## src/adc_map.vh

```
/*
  Register offsets, field positions, reset values and timing counts of the
  converter control block.
  Assumes a 10 MHz system clock and a byte-addressed Avalon-MM slave view.
*/
`ifndef ADC_MAP_VH
`define ADC_MAP_VH

// ----------------------------------------------------------------------
// Byte offsets
// ----------------------------------------------------------------------
`define ADC_OFS_MODE 8'h00
`define ADC_OFS_CHSEL 8'h04
`define ADC_OFS_BIAS 8'h08
`define ADC_OFS_IRQ_STATUS 8'h0c
`define ADC_OFS_IRQ_MASK 8'h10
`define ADC_OFS_PORT_IN 8'h14
`define ADC_OFS_TOP_CTRL 8'h18
`define ADC_OFS_TOP_RESULT 8'h1c
`define ADC_OFS_RESULT_BASE 8'h40

// ----------------------------------------------------------------------
// Mode control fields
// ----------------------------------------------------------------------
`define ADC_MODE_START 0
`define ADC_MODE_SCAN 1
`define ADC_MODE_REPEAT 2
`define ADC_MODE_ITV_LO 3
`define ADC_MODE_ITV_HI 4
`define ADC_MODE_BUSY 6
`define ADC_MODE_DONE 7

// Channel select fields
`define ADC_CHSEL_SCAN8 5
`define ADC_CHSEL_IDLE_RUN 6

// Top-priority control fields
`define ADC_TOP_START 5
`define ADC_TOP_BUSY 6
`define ADC_TOP_DONE 7

// Interrupt status / mask bits
`define ADC_IRQ_NORMAL 0
`define ADC_IRQ_TOP 1

// ----------------------------------------------------------------------
// Reset value and read-only mask of the bias setup
// ----------------------------------------------------------------------
`define ADC_BIAS_RESET 8'h38
`define ADC_BIAS_RO_MASK 8'h04

// ----------------------------------------------------------------------
// Timing
// ----------------------------------------------------------------------
`define ADC_CLK_NS 100
`define ADC_SAMPLE_NS 1000
`define ADC_SETTLE_NS 400
`define ADC_SAMPLE_CYC ((`ADC_SAMPLE_NS + `ADC_CLK_NS - 1) / `ADC_CLK_NS)
`define ADC_SETTLE_CYC ((`ADC_SETTLE_NS + `ADC_CLK_NS - 1) / `ADC_CLK_NS)

`endif

```

## src/adc_conversion_control.v

```verilog
/*
  Control of a 10-bit sequential converter with sixteen multiplexed inputs:
  register file on Avalon-MM, normal and top-priority conversion sequencing,
  result storage, digital port reads of the analog pins, interrupt.
  Assumes an external multiplexer, sample-hold, DAC and comparator, and a
  host that halts the converter before standby and programs the bias setup.
*/
// Design decisions made here: register access over Avalon-MM and the register offsets.
// What this block does
// - Each conversion yields a 10-bit result by successive approximation.
// - Sixteen input channels share one engine through a multiplexer.
// - Every analog pin can also be read as a digital input.
// - Normal results land in sixteen upper/lower result byte pairs.
// - Top-priority results land in their own upper/lower pair.
// - Done flag, bit 7, is 0 until conversion completes, then 1; read-only.
// - Busy flag, bit 6, reads 1 during conversion, 0 when stopped.
// - Writing 1 to start begins conversion; 0 does nothing; reads 0.
// - Scan 0 with repeat 1 selects fixed-channel repeat mode.
// - Fixed repeat interrupts every 1, 4 or 8 conversions for codes 00/01/10.
`timescale 1ns/100ps
`include "adc_map.vh"

module adc_conversion_control #(
  parameter RES_BITS = 10,
  parameter NUM_CH = 16
) (
  input wire clk_i,
  input wire nrst_i,
  input wire [7:0] avs_address_i,
  input wire avs_read_i,
  input wire avs_write_i,
  input wire [31:0] avs_writedata_i,
  input wire [3:0] avs_byteenable_i,
  output wire avs_waitrequest_o,
  output reg [31:0] avs_readdata_o,
  output reg [1:0] avs_response_o,
  input wire cmp_i,
  input wire [NUM_CH-1:0] pin_level_i,
  output reg [3:0] mux_sel_o,
  output wire sample_o,
  output wire [RES_BITS-1:0] dac_o,
  output reg [7:0] accuracy_bias_setup_o,
  output reg idle_run_enable_o,
  output wire conversion_done_irq_o
);

  localparam [1:0] C_IDLE = 2'd0;
  localparam [1:0] C_NORMAL = 2'd1;
  localparam [1:0] C_TOP = 2'd2;

  // ----------------------------------------------------------------------
  // Bus slave: one wait state, access completes on the second edge
  // ----------------------------------------------------------------------
  reg ack;
  wire req = avs_read_i | avs_write_i;
  wire wr_go = avs_write_i & ack & avs_byteenable_i[0];
  wire [7:0] wdat = avs_writedata_i[7:0];
  wire [7:0] adr = avs_address_i;

  assign avs_waitrequest_o = req & ~ack;

  always @(posedge clk_i or negedge nrst_i)
  begin
    if (!nrst_i)
      ack <= 1'b0;
    else
      ack <= req & ~ack;
  end

  // ----------------------------------------------------------------------
  // Registers
  // ----------------------------------------------------------------------
  reg scan_mode;
  reg repeat_mode;
  reg [1:0] irq_interval;
  reg normal_done_flag;
  reg normal_busy_flag;
  reg [3:0] chan_sel;
  reg scan8;
  reg [3:0] top_chan;
  reg top_pending;
  reg top_done_flag;
  reg [1:0] irq_status;
  reg [1:0] irq_mask;
  reg [RES_BITS-1:0] result_mem [0:NUM_CH-1];
  reg [RES_BITS-1:0] top_result;
  reg [NUM_CH-1:0] pin_meta;
  reg [NUM_CH-1:0] pin_sync;

  reg [1:0] state;
  reg normal_pending;
  reg [3:0] cur_ch;
  reg [2:0] itv_cnt;
  reg eng_start;
  wire eng_done;
  wire [RES_BITS-1:0] eng_result;

  wire start_wr = wr_go && adr == `ADC_OFS_MODE && wdat[`ADC_MODE_START];
  wire top_wr = wr_go && adr == `ADC_OFS_TOP_CTRL && wdat[`ADC_TOP_START];
  wire fixed_repeat = ~scan_mode & repeat_mode;
  // First channel of a scan group: groups of four, or of eight when scan8
  wire [3:0] scan_first = scan8 ? {chan_sel[3], 3'b000} : {chan_sel[3:2], 2'b00};
  wire at_last = ~scan_mode | (cur_ch == chan_sel);
  wire [2:0] itv_limit = (irq_interval == 2'b00) ? 3'd0 :
                         (irq_interval == 2'b01) ? 3'd3 : 3'd7;

  // Events of a completed normal pass or repeat interval, and of a top-priority conversion
  reg normal_event;
  reg top_event;

  // Synchroniser for the digital view of the analog pins
  always @(posedge clk_i or negedge nrst_i)
  begin
    if (!nrst_i)
    begin
      pin_meta <= {NUM_CH{1'b0}};
      pin_sync <= {NUM_CH{1'b0}};
    end
    else
    begin
      pin_meta <= pin_level_i;
      pin_sync <= pin_meta;
    end
  end

  // ----------------------------------------------------------------------
  // Software-written control fields
  // ----------------------------------------------------------------------
  always @(posedge clk_i or negedge nrst_i)
  begin
    if (!nrst_i)
    begin
      scan_mode <= 1'b0;
      repeat_mode <= 1'b0;
      irq_interval <= 2'b00;
      chan_sel <= 4'h0;
      scan8 <= 1'b0;
      idle_run_enable_o <= 1'b0;
      top_chan <= 4'h0;
      irq_mask <= 2'b00;
      accuracy_bias_setup_o <= `ADC_BIAS_RESET;
    end
    else if (wr_go)
    begin
      case (adr)
        `ADC_OFS_MODE:
        begin
          scan_mode <= wdat[`ADC_MODE_SCAN];
          repeat_mode <= wdat[`ADC_MODE_REPEAT];
          irq_interval <= {wdat[`ADC_MODE_ITV_HI], wdat[`ADC_MODE_ITV_LO]};
        end
        `ADC_OFS_CHSEL:
        begin
          chan_sel <= wdat[3:0];
          scan8 <= wdat[`ADC_CHSEL_SCAN8];
          idle_run_enable_o <= wdat[`ADC_CHSEL_IDLE_RUN];
        end
        `ADC_OFS_TOP_CTRL:
          top_chan <= wdat[3:0];
        `ADC_OFS_IRQ_MASK:
          irq_mask <= wdat[1:0];
        `ADC_OFS_BIAS:
          // Bit 2 is read-only zero; the rest follow software
          accuracy_bias_setup_o <= wdat & ~`ADC_BIAS_RO_MASK;
        default:
        begin
        end
      endcase
    end
  end

  // ----------------------------------------------------------------------
  // Conversion sequencer
  // ----------------------------------------------------------------------
  // A top-priority request waits only for the conversion in flight, then
  // runs before the next normal channel; the normal sequence resumes after.
  always @(posedge clk_i or negedge nrst_i)
  begin
    if (!nrst_i)
    begin
      state <= C_IDLE;
      normal_pending <= 1'b0;
      top_pending <= 1'b0;
      cur_ch <= 4'h0;
      itv_cnt <= 3'd0;
      eng_start <= 1'b0;
      mux_sel_o <= 4'h0;
      normal_done_flag <= 1'b0;
      normal_busy_flag <= 1'b0;
      top_done_flag <= 1'b0;
      top_result <= {RES_BITS{1'b0}};
      normal_event <= 1'b0;
      top_event <= 1'b0;
    end
    else
    begin
      eng_start <= 1'b0;
      normal_event <= 1'b0;
      top_event <= 1'b0;
      if (start_wr)
      begin
        normal_pending <= 1'b1;
        normal_busy_flag <= 1'b1;
        normal_done_flag <= 1'b0;
        // Scan bit is written together with start, so take it from the bus
        cur_ch <= wdat[`ADC_MODE_SCAN] ? scan_first : chan_sel;
        itv_cnt <= 3'd0;
      end
      if (top_wr)
      begin
        top_pending <= 1'b1;
        top_done_flag <= 1'b0;
      end
      case (state)
        C_IDLE:
        begin
          if (top_pending)
          begin
            mux_sel_o <= top_chan;
            eng_start <= 1'b1;
            state <= C_TOP;
          end
          else if (normal_pending && !start_wr)
          begin
            mux_sel_o <= cur_ch;
            eng_start <= 1'b1;
            state <= C_NORMAL;
          end
        end
        C_NORMAL:
        begin
          if (eng_done)
          begin
            state <= C_IDLE;
            // A start written in this cycle restarts and must not be undone
            if (!start_wr && at_last)
            begin
              cur_ch <= scan_mode ? scan_first : chan_sel;
              if (!repeat_mode)
              begin
                normal_pending <= 1'b0;
                normal_busy_flag <= 1'b0;
                normal_done_flag <= 1'b1;
                normal_event <= 1'b1;
              end
              else if (fixed_repeat && itv_cnt != itv_limit)
                itv_cnt <= itv_cnt + 3'd1;
              else
              begin
                itv_cnt <= 3'd0;
                normal_done_flag <= 1'b1;
                normal_event <= 1'b1;
              end
            end
            else if (!start_wr)
              cur_ch <= cur_ch + 4'h1;
          end
        end
        C_TOP:
        begin
          if (eng_done)
          begin
            top_result <= eng_result;
            top_pending <= top_wr;
            top_done_flag <= 1'b1;
            top_event <= 1'b1;
            state <= C_IDLE;
          end
        end
        default:
          state <= C_IDLE;
      endcase
    end
  end

  // ----------------------------------------------------------------------
  // Result storage, one register per channel
  // ----------------------------------------------------------------------
  genvar g;
  generate
    for (g = 0; g < NUM_CH; g = g + 1)
    begin : g_result
      always @(posedge clk_i or negedge nrst_i)
      begin
        if (!nrst_i)
          result_mem[g] <= {RES_BITS{1'b0}};
        else if (state == C_NORMAL && eng_done && mux_sel_o == g)
          result_mem[g] <= eng_result;
      end
    end
  endgenerate

  // ----------------------------------------------------------------------
  // Interrupt: sticky status, write-one-to-clear, set wins over clear
  // ----------------------------------------------------------------------
  wire [1:0] irq_set = {top_event, normal_event};
  wire [1:0] irq_clr = (wr_go && adr == `ADC_OFS_IRQ_STATUS) ? wdat[1:0] : 2'b00;

  always @(posedge clk_i or negedge nrst_i)
  begin
    if (!nrst_i)
      irq_status <= 2'b00;
    else
      irq_status <= (irq_status & ~irq_clr) | irq_set;
  end

  assign conversion_done_irq_o = |(irq_status & irq_mask);

  // ----------------------------------------------------------------------
  // Read data; result words hold the upper byte in [15:8], lower in [7:0]
  // ----------------------------------------------------------------------
  reg [31:0] next_readdata;
  reg next_err;
  wire [3:0] res_idx = adr[5:2];

  always @*
  begin
    next_readdata = 32'h0000_0000;
    next_err = 1'b0;
    if (adr >= `ADC_OFS_RESULT_BASE && adr[1:0] == 2'b00 && adr[7] == 1'b0)
      next_readdata[15:0] = {result_mem[res_idx][RES_BITS-1:RES_BITS-8],
                             result_mem[res_idx][1:0], 6'h00};
    else
    begin
      case (adr)
        `ADC_OFS_MODE:
          // Start always reads back zero
          next_readdata[7:0] = {normal_done_flag, normal_busy_flag, 1'b0,
                                irq_interval, repeat_mode, scan_mode, 1'b0};
        `ADC_OFS_CHSEL:
          next_readdata[7:0] = {1'b0, idle_run_enable_o, scan8, 1'b0, chan_sel};
        `ADC_OFS_BIAS:
          next_readdata[7:0] = accuracy_bias_setup_o;
        `ADC_OFS_IRQ_STATUS:
          next_readdata[1:0] = irq_status;
        `ADC_OFS_IRQ_MASK:
          next_readdata[1:0] = irq_mask;
        `ADC_OFS_PORT_IN:
          next_readdata[NUM_CH-1:0] = pin_sync;
        `ADC_OFS_TOP_CTRL:
          next_readdata[7:0] = {top_done_flag, top_pending, 2'b00, top_chan};
        `ADC_OFS_TOP_RESULT:
          next_readdata[15:0] = {top_result[RES_BITS-1:RES_BITS-8],
                                 top_result[1:0], 6'h00};
        default:
          next_err = 1'b1;
      endcase
    end
  end

  always @(posedge clk_i or negedge nrst_i)
  begin
    if (!nrst_i)
    begin
      avs_readdata_o <= 32'h0000_0000;
      avs_response_o <= 2'b00;
    end
    else if (req && !ack)
    begin
      avs_readdata_o <= avs_read_i ? next_readdata : 32'h0000_0000;
      // Unmapped addresses answer with SLVERR and read as zero
      avs_response_o <= next_err ? 2'b10 : 2'b00;
    end
  end

  // ----------------------------------------------------------------------
  // Conversion engine
  // ----------------------------------------------------------------------
  adc_sar_engine #(
    .RES_BITS(RES_BITS)
  ) u_engine (
    .clk_i(clk_i),
    .nrst_i(nrst_i),
    .start_i(eng_start),
    .cmp_i(cmp_i),
    .sample_o(sample_o),
    .dac_o(dac_o),
    .done_o(eng_done),
    .result_o(eng_result)
  );

endmodule // adc_conversion_control

```

## src/adc_sar_engine.v

```verilog
/*
  One successive-approximation conversion: sample, then one trial per bit
  from the most significant down.
  Assumes an external sample-hold, DAC and comparator; the comparator output
  is asynchronous and is synchronised here.
*/
`timescale 1ns/100ps
`include "adc_map.vh"

module adc_sar_engine #(
  parameter RES_BITS = 10
) (
  input wire clk_i,
  input wire nrst_i,
  input wire start_i,
  input wire cmp_i,
  output reg sample_o,
  output reg [RES_BITS-1:0] dac_o,
  output reg done_o,
  output reg [RES_BITS-1:0] result_o
);

  localparam [1:0] S_IDLE = 2'd0;
  localparam [1:0] S_SAMPLE = 2'd1;
  localparam [1:0] S_TRIAL = 2'd2;
  localparam integer SAMPLE_INT = `ADC_SAMPLE_CYC;
  // Settling must also cover the two synchroniser stages
  localparam integer SETTLE_INT = `ADC_SETTLE_CYC + 2;
  localparam [7:0] SAMPLE_CYC = SAMPLE_INT[7:0];
  localparam [7:0] SETTLE_CYC = SETTLE_INT[7:0];

  reg [1:0] state;
  reg [7:0] wait_cnt;
  reg [3:0] bit_idx;
  reg cmp_meta;
  reg cmp_sync;

  always @(posedge clk_i or negedge nrst_i)
  begin
    if (!nrst_i)
    begin
      cmp_meta <= 1'b0;
      cmp_sync <= 1'b0;
    end
    else
    begin
      cmp_meta <= cmp_i;
      cmp_sync <= cmp_meta;
    end
  end

  // ----------------------------------------------------------------------
  // Sequential conversion
  // ----------------------------------------------------------------------
  always @(posedge clk_i or negedge nrst_i)
  begin
    if (!nrst_i)
    begin
      state <= S_IDLE;
      wait_cnt <= 8'h00;
      bit_idx <= 4'h0;
      sample_o <= 1'b0;
      dac_o <= {RES_BITS{1'b0}};
      done_o <= 1'b0;
      result_o <= {RES_BITS{1'b0}};
    end
    else
    begin
      done_o <= 1'b0;
      case (state)
        S_IDLE:
        begin
          if (start_i)
          begin
            state <= S_SAMPLE;
            sample_o <= 1'b1;
            wait_cnt <= SAMPLE_CYC;
          end
        end
        S_SAMPLE:
        begin
          if (wait_cnt == 8'h01)
          begin
            sample_o <= 1'b0;
            state <= S_TRIAL;
            bit_idx <= RES_BITS[3:0] - 4'h1;
            dac_o <= {1'b1, {(RES_BITS-1){1'b0}}};
            wait_cnt <= SETTLE_CYC;
          end
          else
            wait_cnt <= wait_cnt - 8'h01;
        end
        S_TRIAL:
        begin
          if (wait_cnt == 8'h01)
          begin
            // Comparator high means input is above the trial level: keep bit
            if (bit_idx == 4'h0)
            begin
              result_o <= {dac_o[RES_BITS-1:1], cmp_sync};
              done_o <= 1'b1;
              state <= S_IDLE;
            end
            else
            begin
              dac_o[bit_idx] <= cmp_sync;
              dac_o[bit_idx - 4'h1] <= 1'b1;
              bit_idx <= bit_idx - 4'h1;
              wait_cnt <= SETTLE_CYC;
            end
          end
          else
            wait_cnt <= wait_cnt - 8'h01;
        end
        default:
          state <= S_IDLE;
      endcase
    end
  end

endmodule // adc_sar_engine

```

## config.mk

```make
export PLATFORM = sky130hd
export DESIGN_NAME = adc_conversion_control
export DESIGN_NICKNAME = d
export VERILOG_FILES = /design/src/adc_conversion_control.v /design/src/adc_sar_engine.v
export VERILOG_INCLUDE_DIRS = /design/src
export SDC_FILE = /design/constraint.sdc
export NUM_CORES = 1
export LEC_CHECK = 0
export ABC_AREA = 1
export BUFFER_PORTS_ARGS = -buffer_cell sky130_fd_sc_hd__buf_2
export CORE_UTILIZATION = 40
export CTS_BUF_LIST = sky130_fd_sc_hd__clkbuf_8
export CTS_CLUSTER_DIAMETER = 200
export DETAILED_ROUTE_END_ITERATION = 12
export MAX_ROUTING_LAYER = met4
export SYNTH_ARGS = -nofsm -noshare
export SYNTH_HDL_FRONTEND = slang
export SYNTH_HIERARCHICAL = 1
export SYNTH_SLANG_ARGS = --single-unit
```

## constraint.sdc

```tcl
create_clock -name clk_i -period 1.8 [get_ports clk_i]
set_clock_uncertainty 0.15 [all_clocks]
set_input_delay 0.18 -clock clk_i [delete_from_list [all_inputs] [get_ports clk_i]]
set_output_delay 0.18 -clock clk_i [all_outputs]
set_load 0.02 [all_outputs]
```

==> flow_summary.toml <==
[logic_synthesis]
ys_seq_area_share_pct = 54.1
synth_area_sq_mm = 0.0141
synthAdderAreaFrac_pct = 1.60
ys_dominant_reg_cell = "dfrtp_1"
syn_inst = 1690
synth_compound_area_share_pct = 13.6
synthSimpleGateAreaFrac_pct = 23.3
synth_top_family_by_area = "simple AND/OR/NAND/NOR gates"
synthXorXnorAreaFrac_pct = 0.373
async_reset_ff_share_pct = 100
netlist-cell-type-count = 47
postSynthAreaPerCell_sq_um = 8.33
synth_seq_cells = 304
yosys_warnings = 6
synth_edf_count = 0
synth_mux_area_share_pct = 0

[cells_and_area]
multi_input_area_sq_mm = 0.00572
instances_no_fill = 2416
final_cell_mix = "nand2_1 (516), dfrtp_1 (299), o21ai_0 (235)"
seq_area_sq_mm = 0.00761
area_delta_synth_final_pct = 26.4
drive_gt1_share_pct = 20.0
layout.nets = 2001
postLayoutCellArea_sq_mm = 0.0178
fillCellCount = 3244
final_util_pct = 51.4
final_common_cell = "nand2_1"

[power_and_ir_drop]
clkPwrFrac_pct = 46.4
power.leakage_nw = 8.80
ir_drop_mv = 0.617
p_int_mw = 11.1
powerDensity_mw_per_mm2 = 819
switchingPower_mw = 3.50
seq_power_share_pct = 47.6
pwr-share-comb_pct = 6.1
switching_share_pct = 24.0

[clock_network]
cts_sinks = 304
htreeDepth = 2
cts-root-buf = "clkbuf_8"
cts_tree = "built"
max-clock-path-buffers = 3
insertion_delay_ns = 0.61
cts.clk_slew.worst_paths_ns = 0.06
cts-buffers-inserted = 53

[global_route]
first_global_vias = 11800
grt_max_degree = 63
grt_first_pass_wirelength_microns = 63800
antenna_found_initial = 1
grt_usage_pct = 23.3
grt_overflow_total = 0

[placed_design]
place.gp.congestion = 0.893
portBuffers = 79
placedCellCount = 2268
place_hpwl_microns = 26800
dpl-instance-area_sq_mm = 0.0158

[sta]
final.period_utilization_pct = 101
finalMaxSlewViolations = 0
min_period_ns = 1.81
final.setup.tns_ns = -0.0114
finalHoldViolations = 0
worst_slew_pin_slew_ns = 0.582
fmax_mhz = 552
setup_viol = 1
relSlewSlack_pct = 61.1
rsz0062_at_grt = "true"
holdWs_ns = 0.0415
worst_slack_ns = -0.0114

[status]
status = "finished with violations"
violations = "setup timing"

[worst_setup_path]
critPathKind = "register to register"
arrival_ns = 2.10
cp-start-kind = "register"
end_kind = "register"
crit_required_ns = 2.09
reg2regPathDepth = 9
critPathMaxFanout = 5

[detailed_routing]
drt-initial-drc-count = 952
dr.pass1.iters = 5
wirelength_microns = 40400
vias = 12000
ant_nets = 0
wl_per_cell_microns = 16.7
vias_per_cell = 4.98
drcViolationCount = 0

[hold_path]
hp-class = "primary input to register"
worstHoldPathCells = 5

[floorplan]
coreArea_sq_mm = 0.0346
dieArea_sq_mm = 0.0360
fp-row-count = 68
ios = 125
die_h_microns = 190
die_w_microns = 190
initial_core_util_pct = 40.7

[flow_run]
drv_cap = 0
kinds of logic (layout without fill, tap and decap cells):
group | Yosys count | in the layout
and+or+nand+nor | 781 | 781
AOI/OAI and AO/OA | 354 | 355
DFF | 304 | 304
buffers and inverters | 226 | 478
adders and majority gates | 18 | 18
xor gates and xnor gates | 6 | 6
other | 1 | 19
path summary, 6_finish.rpt:
| kind | to | slack, ns | startpoint |
|---|---|---|---|
| setup / recovery | result_mem[6] | -0.01 | state[1] |
| hold reg to reg | u_engine/cmp_sync | 0.20 | u_engine/cmp_meta |
| hold / removal | avs_readdata_o[12] | 0.04 | avs_address_i[5] |
| min in group asynchronous | result_mem[133] | 0.05 | nrst_i |
| max in group asynchronous | cur_ch[1] | 1.08 | nrst_i |
| setup reg to reg | result_mem[6] | -0.01 | state[1] |
through the flow:
| step | total power [mW] | worst slack [ns] |
|---|---|---|
| 3_3_place_gp | 7.87 | -0.0314 |
| 3_5_place_dp | 7.88 | -0.0976 |
| 4_1_cts | 14.7 | 0.00696 |
| 6_report | 14.6 | -0.0114 |
| 5_1_grt | 15.1 | -0.0618 |
| 2_1_floorplan | 7.43 | 0.0412 |
synth_stat cells (2+ instances only):
library cell	n	area, sq um
nand2_1	521	1960
dfrtp_1	301	7530
o21ai_0	248	1240
nor2_1	130	488
inv_1	123	462
nand3_1	60	300
clkbuf_1	53	199
o22ai_1	30	188
a21oi_1	26	130
o21ai_1	22	110
buf_4	20	150
ha_1	18	225
or2_2	13	81.3
inv_2	12	45.0
nand2_2	11	68.8
buf_2	10	50.1
nand4_1	10	62.6
o2111ai_1	9	78.8
nand3b_1	8	60.1
nor2_2	7	43.8
o21bai_1	7	52.6
nand2_4	5	56.3
nor3_1	5	25.0
o21ai_2	5	43.8
buf_6	4	45.0
nor2_4	4	45.0
xor2_1	4	35.0
dfstp_2	3	78.8
nor2_8	2	40.0
xnor2_1	2	17.5
state kept, by name, summed over array words and instances (netlist names), 4 cells and up:
name                   count
avs_readdata_o            16
accuracy_bias_setup_o      7
pin_sync                  16
u_engine/result_o         10
u_engine/dac_o            10
u_engine/bit_idx           4
pin_meta                  16
mux_sel_o                  4
cur_ch                     4
result_mem               160
chan_sel                   4
top_result                10
u_engine/wait_cnt          8
top_chan                   4
layout make-up:
type                            count  area share (%)
Sequential cell                   304            42.8
Clock buffer                       69            5.34
Clock inverter                     28            1.12
Timing Repair Buffer              243            12.4
Antenna cell                        1          0.0141
Inverter                          138            2.95
Multi-Input combinational cell   1178            32.2
Tap cell                          455            3.20
power by group through the flow:
stage	Clock (mW)	Sequential (mW)	Combinational [mW]
floorplan	0	7.06	0.378
global placement	0	7.05	0.820
detailed placement	0	7.05	0.824
CTS	6.91	6.93	0.888
global route	7.20	6.93	0.981
finish	6.76	6.93	0.887
worst max-delay path: stages (launching register included):
cell and delay, ns:
dfrtp_1 0.39, inv_2 0.08, ha_4 0.13, nand2_4 0.08, nor3_4 0.21, buf_8 0.19, nand2_8 0.09, clkbuf_16 0.17
nand2_1 0.05, o21ai_0 0.09
timing repair:
action / CTS / global route
gates resized for setup: 2 / 58
buffers inserted: 0 / 10
hold buffers: 31 / 0
pin swaps: 0 / 3
hold endpoints to repair: 365 / 0
cloned: 0 / 9
setup endpoints to repair: 1 / 197
layer usage:
metal	share of wire [%]	wire length [microns]	track usage, %
met4	2.5	1020	7.41
met2	46	18600	36.1
met1	46	18500	31.1
met5	0	0	-
met3	5.4	2180	4.10
Power figures use the tool's default switching activity.
